**config.mk**
```make
export PLATFORM = sky130hd
export DESIGN_NAME = stn_node_ctl
export DESIGN_NICKNAME = d
export VERILOG_FILES = /design/src/rtl/stn_pkg.sv /design/src/rtl/stn_node_ctl.sv
export SDC_FILE = /design/constraint.sdc
export NUM_CORES = 1
export LEC_CHECK = 0
export BUFFER_PORTS_ARGS = -buffer_cell sky130_fd_sc_hd__buf_4
export CAP_MARGIN = 20
export CORE_MARGIN = 3
export CORE_UTILIZATION = 40
export DETAILED_ROUTE_END_ITERATION = 8
export GPL_ROUTABILITY_DRIVEN = 0
export GPL_TIMING_DRIVEN = 0
export PLACE_DENSITY = 0.62
export SKIP_CTS_REPAIR_TIMING = 1
export SLEW_MARGIN = 20
export SYNTH_ARGS = -nofsm -noshare
export SYNTH_HDL_FRONTEND = slang
export SYNTH_SLANG_ARGS = --single-unit
```
**constraint.sdc**
```tcl
create_clock -name i_clk -period 5.6 [get_ports i_clk]
set_input_delay 1.12 -clock i_clk [delete_from_list [all_inputs] [get_ports i_clk]]
set_output_delay 1.12 -clock i_clk [all_outputs]
set_load 0.01 [all_outputs]
```
**src/rtl/stn_pkg.sv**
```systemverilog
// Package of the stack node identifier and trim control block.
// Assumes a single 10 MHz device clock; shared by the top module and the bench.
package stn_pkg;
   // Register offsets on the internal register port
   localparam logic [7:0] ADDR_TRIM0 = 8'h00;
   localparam logic [7:0] ADDR_NODE_ID = 8'h10;
   localparam logic [7:0] ADDR_SETUP = 8'h11;
   localparam logic [7:0] ADDR_COMMAND = 8'h12;
   localparam logic [7:0] ADDR_KEY_ONE = 8'h13;
   localparam logic [7:0] ADDR_KEY_TWO = 8'h14;
   localparam logic [7:0] ADDR_BAL_SETUP = 8'h15;
   localparam logic [7:0] ADDR_BAL_MASK = 8'h16;
   localparam logic [7:0] ADDR_AVG_SETUP = 8'h17;
   localparam logic [7:0] ADDR_STATUS = 8'h18;
   // Field positions
   localparam int SETUP_ID_SRC_BIT = 0;
   localparam int CMD_AUTO_LEARN_BIT = 0;
   localparam int CMD_NVM_STORE_BIT = 1;
   localparam int BAL_FAULT_STOP_BIT = 0;
   localparam int AVG_ROUND_ROBIN_BIT = 3;
   localparam int TRIM_BITS = 10;
   localparam int ID_BITS = 5;
   // Unlock keys: values arbitrary
   localparam logic [15:0] KEY_ONE_VALUE = 16'h5a3c;
   localparam logic [15:0] KEY_TWO_VALUE = 16'hc3a5;
   // Reset values
   localparam logic [15:0] RESET_ZERO = 16'h0000;
   // Timing
   localparam int CLK_PERIOD_NS = 100;
   localparam int WR_BLOCK_NS = 2000;
   localparam int WR_BLOCK_CYC = (WR_BLOCK_NS + CLK_PERIOD_NS - 1) / CLK_PERIOD_NS;
   localparam int NUM_AUX = 8;
   localparam int NUM_CH = 24;

   typedef enum logic [1:0] {
      ST_LOAD = 2'b00,
      ST_IDLE = 2'b01,
      ST_RUN = 2'b11
   } stn_mode_t;

   typedef struct packed {
      logic wr_en;       // Write strobe of a decoded frame
      logic [7:0] addr;  // Register offset
      logic [15:0] data; // Write data
   } stn_wr_t;

   typedef struct packed {
      stn_mode_t mode;
      logic [NUM_AUX-1:0][15:0] trim;
      logic [ID_BITS-1:0] node_id;
      logic id_src;
      logic learn_arm;
      logic learning;
      logic [15:0] key_one;
      logic [15:0] key_two;
      logic nvm_store;
      logic fault_stop;
      logic [15:0] bal_mask;
      logic round_robin;
      logic [2:0] extra_smp;
      logic [4:0] blk_cnt;
      logic fault_prev;
      logic [4:0] ch;
      logic [2:0] rep;
      logic smp_req;
      logic [15:0] rd_data;
      logic rd_valid;
   } stn_state_t;
endpackage : stn_pkg

```
**src/rtl/stn_node_ctl.sv**
```systemverilog
// Node identifier, auxiliary offset trim, write blocking and oversample ordering of one stack device.
// Assumes the frame decoder runs on i_clk and hands over decoded register writes and frame ends;
// GPIO, fault and wake levels come from pins and are synchronised here.
//
// Contract
// - Eight 16-bit aux trim registers hold 10-bit signed offsets; no aux gain.
// - Non-volatile store needs both unlock keys loaded, then the store command bit.
// - Node identifier reloads on the first edge after reset release, from non-volatile storage when the stored source is 1.
// - Source bit 0: identifier taken from five GPIO levels at reset and learn.
// - Source 1 with learn bit: upward transmit off one frame, identifier writable.
// - After that one frame, identifier read-only and upward transmit on again.
// - Outside learn mode identifier writes are ignored.
// - Fault while stop-on-fault and balancing: writes discarded for about 2 us.
// - Round-robin bit 0: all oversamples of a channel before the next.
// - Round-robin bit 1: full passes repeat until extra oversamples taken.
// - High wake input level is a wake request.
// - Zero in an aux trim register means no correction.
`timescale 1ns/1ps
module stn_node_ctl #(
   parameter int NUM_CH = stn_pkg::NUM_CH // Cell plus aux channels in a scan
) (
   input wire logic i_clk,                           // 10 MHz device clock
   input wire logic i_arst_n,                        // Async reset, active low
   input wire stn_pkg::stn_wr_t i_wr,                // Decoded register write
   input wire logic i_frame_end,                     // One-cycle pulse at end of each received frame
   input wire logic [7:0] i_rd_addr,                 // Read offset
   input wire logic i_rd_en,                         // Read strobe
   input wire logic [4:0] i_nvm_node_id,             // Stored identifier
   input wire logic i_nvm_id_src,                    // Stored identifier source select
   input wire logic [4:0] i_gpio,                    // GPIO pin levels
   input wire logic i_fault,                         // Fault level, async
   input wire logic i_wake,                          // Wake pin, active high
   input wire logic i_conv_start,                    // Start a conversion scan
   input wire logic i_smp_done,                      // One sample finished
   output logic [15:0] o_rd_data,                    // Read data
   output logic o_rd_valid,                          // Read data valid pulse
   output logic [4:0] o_node_id,                     // Node identifier
   output logic o_up_tx_en,                          // Upward transmitter enable
   output logic o_nvm_store,                         // Store-to-nvm pulse
   output logic [stn_pkg::NUM_AUX-1:0][15:0] o_trim, // Aux offset trims
   output logic [4:0] o_smp_ch,                      // Channel to sample
   output logic o_smp_req,                           // Sampling in progress
   output logic o_wake_req                           // Wake request level
);
   stn_pkg::stn_state_t s_q;
   stn_pkg::stn_state_t s_d;
   logic [4:0] gpio_m_q;
   logic [4:0] gpio_s_q;
   logic [2:0] pin_m_q;
   logic [2:0] pin_s_q;
   logic wr_ok;
   logic [4:0] last_ch;

   assign last_ch = 5'(NUM_CH - 1);

   // No reset on the GPIO stages: they keep sampling through reset, so the load edge sees settled pin levels
   always_ff @(posedge i_clk) begin
      gpio_m_q <= i_gpio;
      gpio_s_q <= gpio_m_q;
   end

   always_ff @(posedge i_clk or negedge i_arst_n) begin
      if (!i_arst_n) begin
         pin_m_q <= 3'h0;
         pin_s_q <= 3'h0;
      end else begin
         pin_m_q <= {i_wake, i_fault, 1'b0};
         pin_s_q <= pin_m_q;
      end
   end

   // Writes are dropped while the post-fault window runs
   assign wr_ok = i_wr.wr_en && (s_q.blk_cnt == 5'h00);

   always_comb begin
      s_d = s_q;
      s_d.rd_valid = 1'b0;
      s_d.nvm_store = 1'b0;
      s_d.fault_prev = pin_s_q[1];
      unique case (s_q.mode)
         stn_pkg::ST_LOAD: begin
            // First edge after release takes the stored source and, on that same edge, the stored or GPIO identity
            s_d.id_src = i_nvm_id_src;
            s_d.node_id = i_nvm_id_src ? i_nvm_node_id : gpio_s_q;
            s_d.mode = stn_pkg::ST_IDLE;
         end
         stn_pkg::ST_IDLE: begin
            if (i_conv_start) begin
               s_d.mode = stn_pkg::ST_RUN;
               s_d.ch = 5'h00;
               s_d.rep = 3'h0;
               s_d.smp_req = 1'b1;
            end
         end
         stn_pkg::ST_RUN: begin
            if (i_smp_done) begin
               if (s_q.round_robin) begin
                  // Whole passes, repeated
                  if (s_q.ch == last_ch) begin
                     s_d.ch = 5'h00;
                     s_d.rep = s_q.rep + 3'h1;
                     if (s_q.rep == s_q.extra_smp) begin
                        s_d.mode = stn_pkg::ST_IDLE;
                        s_d.smp_req = 1'b0;
                     end
                  end else begin
                     s_d.ch = s_q.ch + 5'h01;
                  end
               end else begin
                  // All oversamples of a channel back to back
                  if (s_q.rep == s_q.extra_smp) begin
                     s_d.rep = 3'h0;
                     s_d.ch = s_q.ch + 5'h01;
                     if (s_q.ch == last_ch) begin
                        s_d.ch = 5'h00;
                        s_d.mode = stn_pkg::ST_IDLE;
                        s_d.smp_req = 1'b0;
                     end
                  end else begin
                     s_d.rep = s_q.rep + 3'h1;
                  end
               end
            end
         end
      endcase

      // Learn mode lasts exactly the frame after the one that armed it
      if (i_frame_end) begin
         if (s_q.learning) begin
            s_d.learning = 1'b0;
         end else if (s_q.learn_arm) begin
            s_d.learn_arm = 1'b0;
            s_d.learning = 1'b1;
         end
      end

      if (s_q.blk_cnt != 5'h00) begin
         s_d.blk_cnt = s_q.blk_cnt - 5'h01;
      end

      if (wr_ok && s_q.mode != stn_pkg::ST_LOAD) begin
         if (i_wr.addr[7:3] == stn_pkg::ADDR_TRIM0[7:3]) begin
            s_d.trim[i_wr.addr[2:0]] = i_wr.data;
         end else begin
            unique case (i_wr.addr)
               stn_pkg::ADDR_NODE_ID: begin
                  if (s_q.learning) begin
                     s_d.node_id = i_wr.data[stn_pkg::ID_BITS-1:0];
                  end
               end
               stn_pkg::ADDR_SETUP: s_d.id_src = i_wr.data[stn_pkg::SETUP_ID_SRC_BIT];
               stn_pkg::ADDR_COMMAND: begin
                  if (i_wr.data[stn_pkg::CMD_AUTO_LEARN_BIT]) begin
                     if (s_q.id_src) begin
                        s_d.learn_arm = 1'b1;
                     end else begin
                        s_d.node_id = gpio_s_q;
                     end
                  end
                  if (i_wr.data[stn_pkg::CMD_NVM_STORE_BIT]
                      && s_q.key_one == stn_pkg::KEY_ONE_VALUE
                      && s_q.key_two == stn_pkg::KEY_TWO_VALUE) begin
                     // Keys are spent by a store so a stray command cannot repeat it
                     s_d.nvm_store = 1'b1;
                     s_d.key_one = stn_pkg::RESET_ZERO;
                     s_d.key_two = stn_pkg::RESET_ZERO;
                  end
               end
               stn_pkg::ADDR_KEY_ONE: s_d.key_one = i_wr.data;
               stn_pkg::ADDR_KEY_TWO: s_d.key_two = i_wr.data;
               stn_pkg::ADDR_BAL_SETUP: s_d.fault_stop = i_wr.data[stn_pkg::BAL_FAULT_STOP_BIT];
               stn_pkg::ADDR_BAL_MASK: s_d.bal_mask = i_wr.data;
               stn_pkg::ADDR_AVG_SETUP: begin
                  s_d.round_robin = i_wr.data[stn_pkg::AVG_ROUND_ROBIN_BIT];
                  s_d.extra_smp = i_wr.data[2:0];
               end
               default: ;
            endcase
         end
      end

      // A fault edge while balancing with stop-on-fault opens the window; a write in that same cycle still lands
      if (pin_s_q[1] && !s_q.fault_prev && s_q.fault_stop && s_q.bal_mask != 16'h0000) begin
         s_d.blk_cnt = 5'(stn_pkg::WR_BLOCK_CYC);
      end

      if (i_rd_en) begin
         s_d.rd_valid = 1'b1;
         if (i_rd_addr[7:3] == stn_pkg::ADDR_TRIM0[7:3]) begin
            s_d.rd_data = s_q.trim[i_rd_addr[2:0]];
         end else begin
            unique case (i_rd_addr)
               stn_pkg::ADDR_NODE_ID: s_d.rd_data = {11'h000, s_q.node_id};
               stn_pkg::ADDR_SETUP: s_d.rd_data = {15'h0000, s_q.id_src};
               stn_pkg::ADDR_COMMAND: s_d.rd_data = {15'h0000, s_q.learn_arm | s_q.learning};
               stn_pkg::ADDR_KEY_ONE: s_d.rd_data = s_q.key_one;
               stn_pkg::ADDR_KEY_TWO: s_d.rd_data = s_q.key_two;
               stn_pkg::ADDR_BAL_SETUP: s_d.rd_data = {15'h0000, s_q.fault_stop};
               stn_pkg::ADDR_BAL_MASK: s_d.rd_data = s_q.bal_mask;
               stn_pkg::ADDR_AVG_SETUP: s_d.rd_data = {12'h000, s_q.round_robin, s_q.extra_smp};
               stn_pkg::ADDR_STATUS: s_d.rd_data = {11'h000, s_q.blk_cnt != 5'h00, pin_s_q[2],
                                                    s_q.smp_req, s_q.learning, s_q.learn_arm};
               default: s_d.rd_data = 16'h0000;
            endcase
         end
      end
   end

   always_ff @(posedge i_clk or negedge i_arst_n) begin
      if (!i_arst_n) begin
         s_q <= '0; // Trims reset to zero: no correction until loaded
      end else begin
         s_q <= s_d;
      end
   end

   assign o_rd_data = s_q.rd_data;
   assign o_rd_valid = s_q.rd_valid;
   assign o_node_id = s_q.node_id;
   assign o_up_tx_en = !s_q.learning;
   assign o_nvm_store = s_q.nvm_store;
   assign o_trim = s_q.trim;
   assign o_smp_ch = s_q.ch;
   assign o_smp_req = s_q.smp_req;
   assign o_wake_req = pin_s_q[2];
endmodule : stn_node_ctl

```
# Word level (Yosys, flattened, before mapping)
# Index checks and enable logic that the tools add are counted.
[totals]
register_bits = 238
wordCells = 154
in_bits = 52
[classes]
add_sub_neg = 3
eq_ne = 30
bitwise = 2
n_mux = 54
order_cmp = 3
reduce_logical = 31
[ops]
columns = ["op", "count"]
rows = [
  ["$pmux W16 S9", 1],
  ["$eq A8 B5 Y1 const B", 17],
  ["$bwmux W128", 1],
  ["$mux W16", 4],
  ["$pmux W16 S2", 2],
  ["$bmux W16 S3", 1],
  ["$demux W16 S3", 1],
  ["$mux W22", 2],
  ["$mux W5", 8],
  ["$mux W33", 1],
  ["$mux W9", 3],
  ["$reduce_and A4 Y1", 5],
  ["$pmux W9 S2", 1],
  ["$eq A16 B15 Y1 const B", 1],
  ["$eq A16 B16 Y1 const B", 1],
  ["$mux W2", 8],
  ["$reduce_bool A16 Y1", 1],
  ["$logic_not A5 Y1", 3],
  ["$mux W7", 2],
  ["$mux W1", 13],
  ["$ne A2 B2 Y1 const B", 5],
  ["$pmux W5 S2", 1],
  ["$reduce_bool A2 Y1", 5],
  ["$reduce_and A3 Y1", 3],
  ["22 further kinds", 33],
]

# Longest topological paths before layout
[depth]
ltp_word = 8
depth_mapped = 9
mapped_depth_nobuf = 7

# Worst setup path after synthesis
# Ideal clock, no wire load.
[synth_path]
path_type = "input to register"
startpoint = "input port i_wr[1] in the netlist's numbering"
endpoint = "register s_q[75] in the netlist's numbering"
t_required_ns = 5.479
arrival_ns = 2.892
cell_stages = 6
path_buffers = 1
setup_slack_ns = 2.587
cell_sequence = "nand4_1 > or4_1 > or4_4 > a2111o_1 > buf_6 > a22o_1"
[synth_via]
elab_chain_cells = 4
[synth_lines]
columns = ["element", "line", "text"]
rows = [
  ["start, declared", "stn_node_ctl.sv:24", "input wire stn_pkg::stn_wr_t i_wr,"],
  ["$logic_and A1 B1 Y1", "stn_node_ctl.sv:161", "&& s_q.key_one == stn_pkg::KEY_ONE_VALUE"],
  ["$logic_and A1 B1 Y1", "stn_node_ctl.sv:162", "&& s_q.key_two == stn_pkg::KEY_TWO_VALUE) begin"],
  ["$ne A2 B2 Y1 (no line)", "-", ""],
  ["$reduce_and A4 Y1 (no line)", "-", ""],
  ["end signal, assigned", "stn_node_ctl.sv:211", "s_q <= '0;"],
  ["end signal, assigned", "stn_node_ctl.sv:213", "s_q <= s_d;"],
  ["end, declared", "stn_node_ctl.sv:45", "stn_pkg::stn_state_t s_q;"],
]
# Every way passes these cells.
# A chain may end at the register's enable or synchronous reset.

# Worst setup path in the final report
[layout_path]
startpoint = "input port i_rd_addr[1]"
endpoint = "register s_q, in the netlist o_rd_data[5]"
[layout_via]
elab_chain_cells = 3
elab_cells_between_ends = 13
[layout_lines]
columns = ["element", "line", "text"]
rows = [
  ["start, declared", "stn_node_ctl.sv:26", "input wire logic [7:0] i_rd_addr,"],
  ["$eq A8 B5 Y1 or $bmux W16 S3 (tied branches)", "stn_node_ctl.sv:192, stn_node_ctl.sv:190", ""],
  ["$pmux W16 S9 or $mux W16 (tied branches)", "stn_node_ctl.sv:192, stn_node_ctl.sv:190", ""],
  ["$mux W16 (*)", "stn_node_ctl.sv:189", "if (i_rd_addr[7:3] == stn_pkg::ADDR_TRIM0[7:3]) begin"],
]
# Mark *: on every way between the ends. The rest lies on a longest branch, timed or not. The select of a mux whose other input is x is not followed.

==> flow_metrics.tcl <==
set metrics [dict create \
    async_flop_share_pct 95.8 \
    synth_nets 1046 \
    cp.arrival_ns 3.70 \
    outcome "complete, no violations" \
    cp-start-kind "primary input" \
    avgViaCountPerCell 5.20 \
    path_clk_slew_ns 0.06 \
    syn_inst 990 \
    clk_latency_ns 0.55 \
    die_w_um 181 \
    layout_setup_ws_ns 2.33 \
    grt_max_degree 97 \
    clock-sinks 238 \
    grt_pass1_wl_um 52700 \
    synth-main-ff-cell "dfrtp_1" \
    fin_skew_ns 0.0108 \
    drt_pass1_iterations 6 \
    crit_path_end_kind "flop" \
    grt_pass1_vias 8889 \
    fmax_mhz 306 \
    drtAntennaViolNets 0 \
    crit_path_max_fanout 10 \
    max_cap_viol_count 0 \
    setup_viol 0 \
    grt_usage_pct 20.4 \
    die_h_um 181 \
    hpwl_um 24700 \
    start_util_pct 40.9 \
    synth_edf_count 0 \
    layout-drive-gt1-share_pct 51.8 \
    cts_buffer_depth 3 \
    num_vias 8507 \
    rsz0062_at_grt "no" \
    tritoncts "yes" \
    drc 0 \
    worstMarginPinSlew_ns 1.00 \
    crit_required_ns 6.03 \
    cts.htree.levels 1 \
    slew_violations 0 \
    core_area_sq_um 29800 \
    final_common_cell "buf_4" \
    dp_slack_ns 1.80 \
    total_power_mw 4.22 \
    fillers 2668 \
    setup_tns_ns 0 \
    slew_headroom_pct 33.3 \
    core.rowCount 63 \
    yosysSeqAreaShare_pct 48.5 \
    hold_viol_final 0 \
    overflow 0 \
    cts_buffers 27 \
    fin_nets 1283 \
    area_growth_syn_to_layout_pct 25.3 \
    design_area_sq_um 15300 \
    synth_area_sq_um 12200 \
    ys_ff_latch 238 \
    hold_path_class "flop to flop" \
    place_area_sq_um 14300 \
    die-area_sq_um 32600 \
    yosys_warnings 0 \
    fin_crit_ns 3.27 \
    critPathKind "primary input to flop" \
    grt_antenna_before_repair 0 \
    syn_area_per_cell_sq_um 12.3 \
    wl_um 34000 \
    ios 211 \
    wire_per_inst_um 20.8 \
    first_iter_violations 703 \
    ir_drop_mv 0.207 \
    powerDensity_nw_per_um2 276 \
    final_cell_mix "buf_4 (359), dfrtp_1 (228), mux2_2 (169)" \
    fin_crit_sh_pct 58.3 \
    place.port_buffers 206 \
    ys_types 66 \
    p_leak_nw 7.64 \
    cts_root_buf "clkbuf_16" \
    n_antenna_cell 0 \
]
## state kept, by name, summed over array words and instances, names as in the netlist
name,flops
pin_m_q,2
o_nvm_store,1
o_rd_data,16
o_smp_req,1
o_smp_ch,5
o_trim,128
o_rd_valid,1
s_q,67
gpio_s_q,5
gpio_m_q,5
pin_s_q,2
o_node_id,5
## area by class of cell
type / instances / area [sq um] / share of cell area, %
Timing Repair Buffer: 208 / 1610 / 10.5
Multi-Input combinational cell: 524 / 4830 / 31.6
Buffer: 219 / 1430 / 9.35
Inverter: 9 / 33.8 / 0.221
Tap cell: 390 / 488 / 3.20
Clock buffer: 33 / 758 / 4.97
Sequential cell: 238 / 5910 / 38.7
Clock inverter: 15 / 219 / 1.43
## cell families (layout without fill, tap and decap cells)
group / after synthesis / count (layout) / share of synthesized area (%)
AO/OA/AOI/OAI: 142 / 142 / 8.53
AND/OR/NAND/NOR: 148 / 148 / 6.78
buffers and inverters: 228 / 484 / 12.0
adder cells (fa/ha/maj): 4 / 4 / 0.411
XOR/XNOR: 6 / 6 / 0.431
flip-flops: 238 / 238 / 48.5
multiplexers: 223 / 223 / 23.4
other: 1 / 1 / 0.0308
## worst paths after layout
kind / start / endpoint / slack, ns / depth (start not counted)
setup / recovery: i_rd_addr[1] / o_rd_data[5] / 2.33 / 6
hold / removal: gpio_m_q[0] / gpio_s_q[0] / 0.33 / 0
setup reg to reg: s_q[27] / o_trim[59] / 2.38 / 7
hold reg to reg: gpio_m_q[0] / gpio_s_q[0] / 0.33 / 0
max in group asynchronous: i_arst_n / o_trim[117] / 3.94 / 3
min in group asynchronous: i_arst_n / o_trim[58] / 0.44 / 1
## metrics by stage
stage          util, %  std cells  hold slack, ns
2_1_floorplan        -        990           0.310
3_5_place_dp      48.0       1588           0.313
5_1_grt           51.2       1636           0.338
6_report          51.2       1636           0.327
4_1_cts           51.2       1636           0.328
3_3_place_gp      47.7       1586           0.312
## cell usage after synthesis (8+ instances only)
cell         n  area share, %
a21oi_1     25            1.0
nand2_1     42            1.3
o21a_1      13           0.80
buf_2       16           0.66
mux4_2      32            5.9
nor2_1      26           0.80
mux2i_1     21            1.7
dfxtp_1     10            1.6
mux2_2     169             16
a22oi_1     14           0.86
clkbuf_1    43            1.3
nor2b_1      8           0.41
buf_4      154            9.5
o21ai_0     16           0.66
nor3_1       8           0.33
dfrtp_1    228             47
o221ai_1    12           0.86
a22o_1      14            1.0
inv_1        9           0.28
nand3_1     11           0.45
o2bb2ai_1    9           0.65
## critical path, stage by stage
cell and delay (ns):
clkbuf_1 0.71, clkbuf_1 0.73, mux4_2 0.42, mux2i_1 0.32
o221ai_1 0.22, o21a_1 0.17
## routing by layer
layer / part of all wire, % / up-vias / global-route usage [%]
li1: - / 3920 / -
met1: 47 / 4316 / 29.6
met2: 46 / 229 / 32.3
met3: 5.6 / 42 / 3.77
met4: 1.6 / 0 / 4.27
met5: 0 / - / 0
## report_power, final
part	switching (mW)	total [mW]	leakage [nW]	internal [mW]
combinational	0.239	0.455	3.97	0.216
clock	0.729	1.92	0.476	1.19
sequential	0.0592	1.84	3.19	1.78
(Power assumes the default switching activity.)
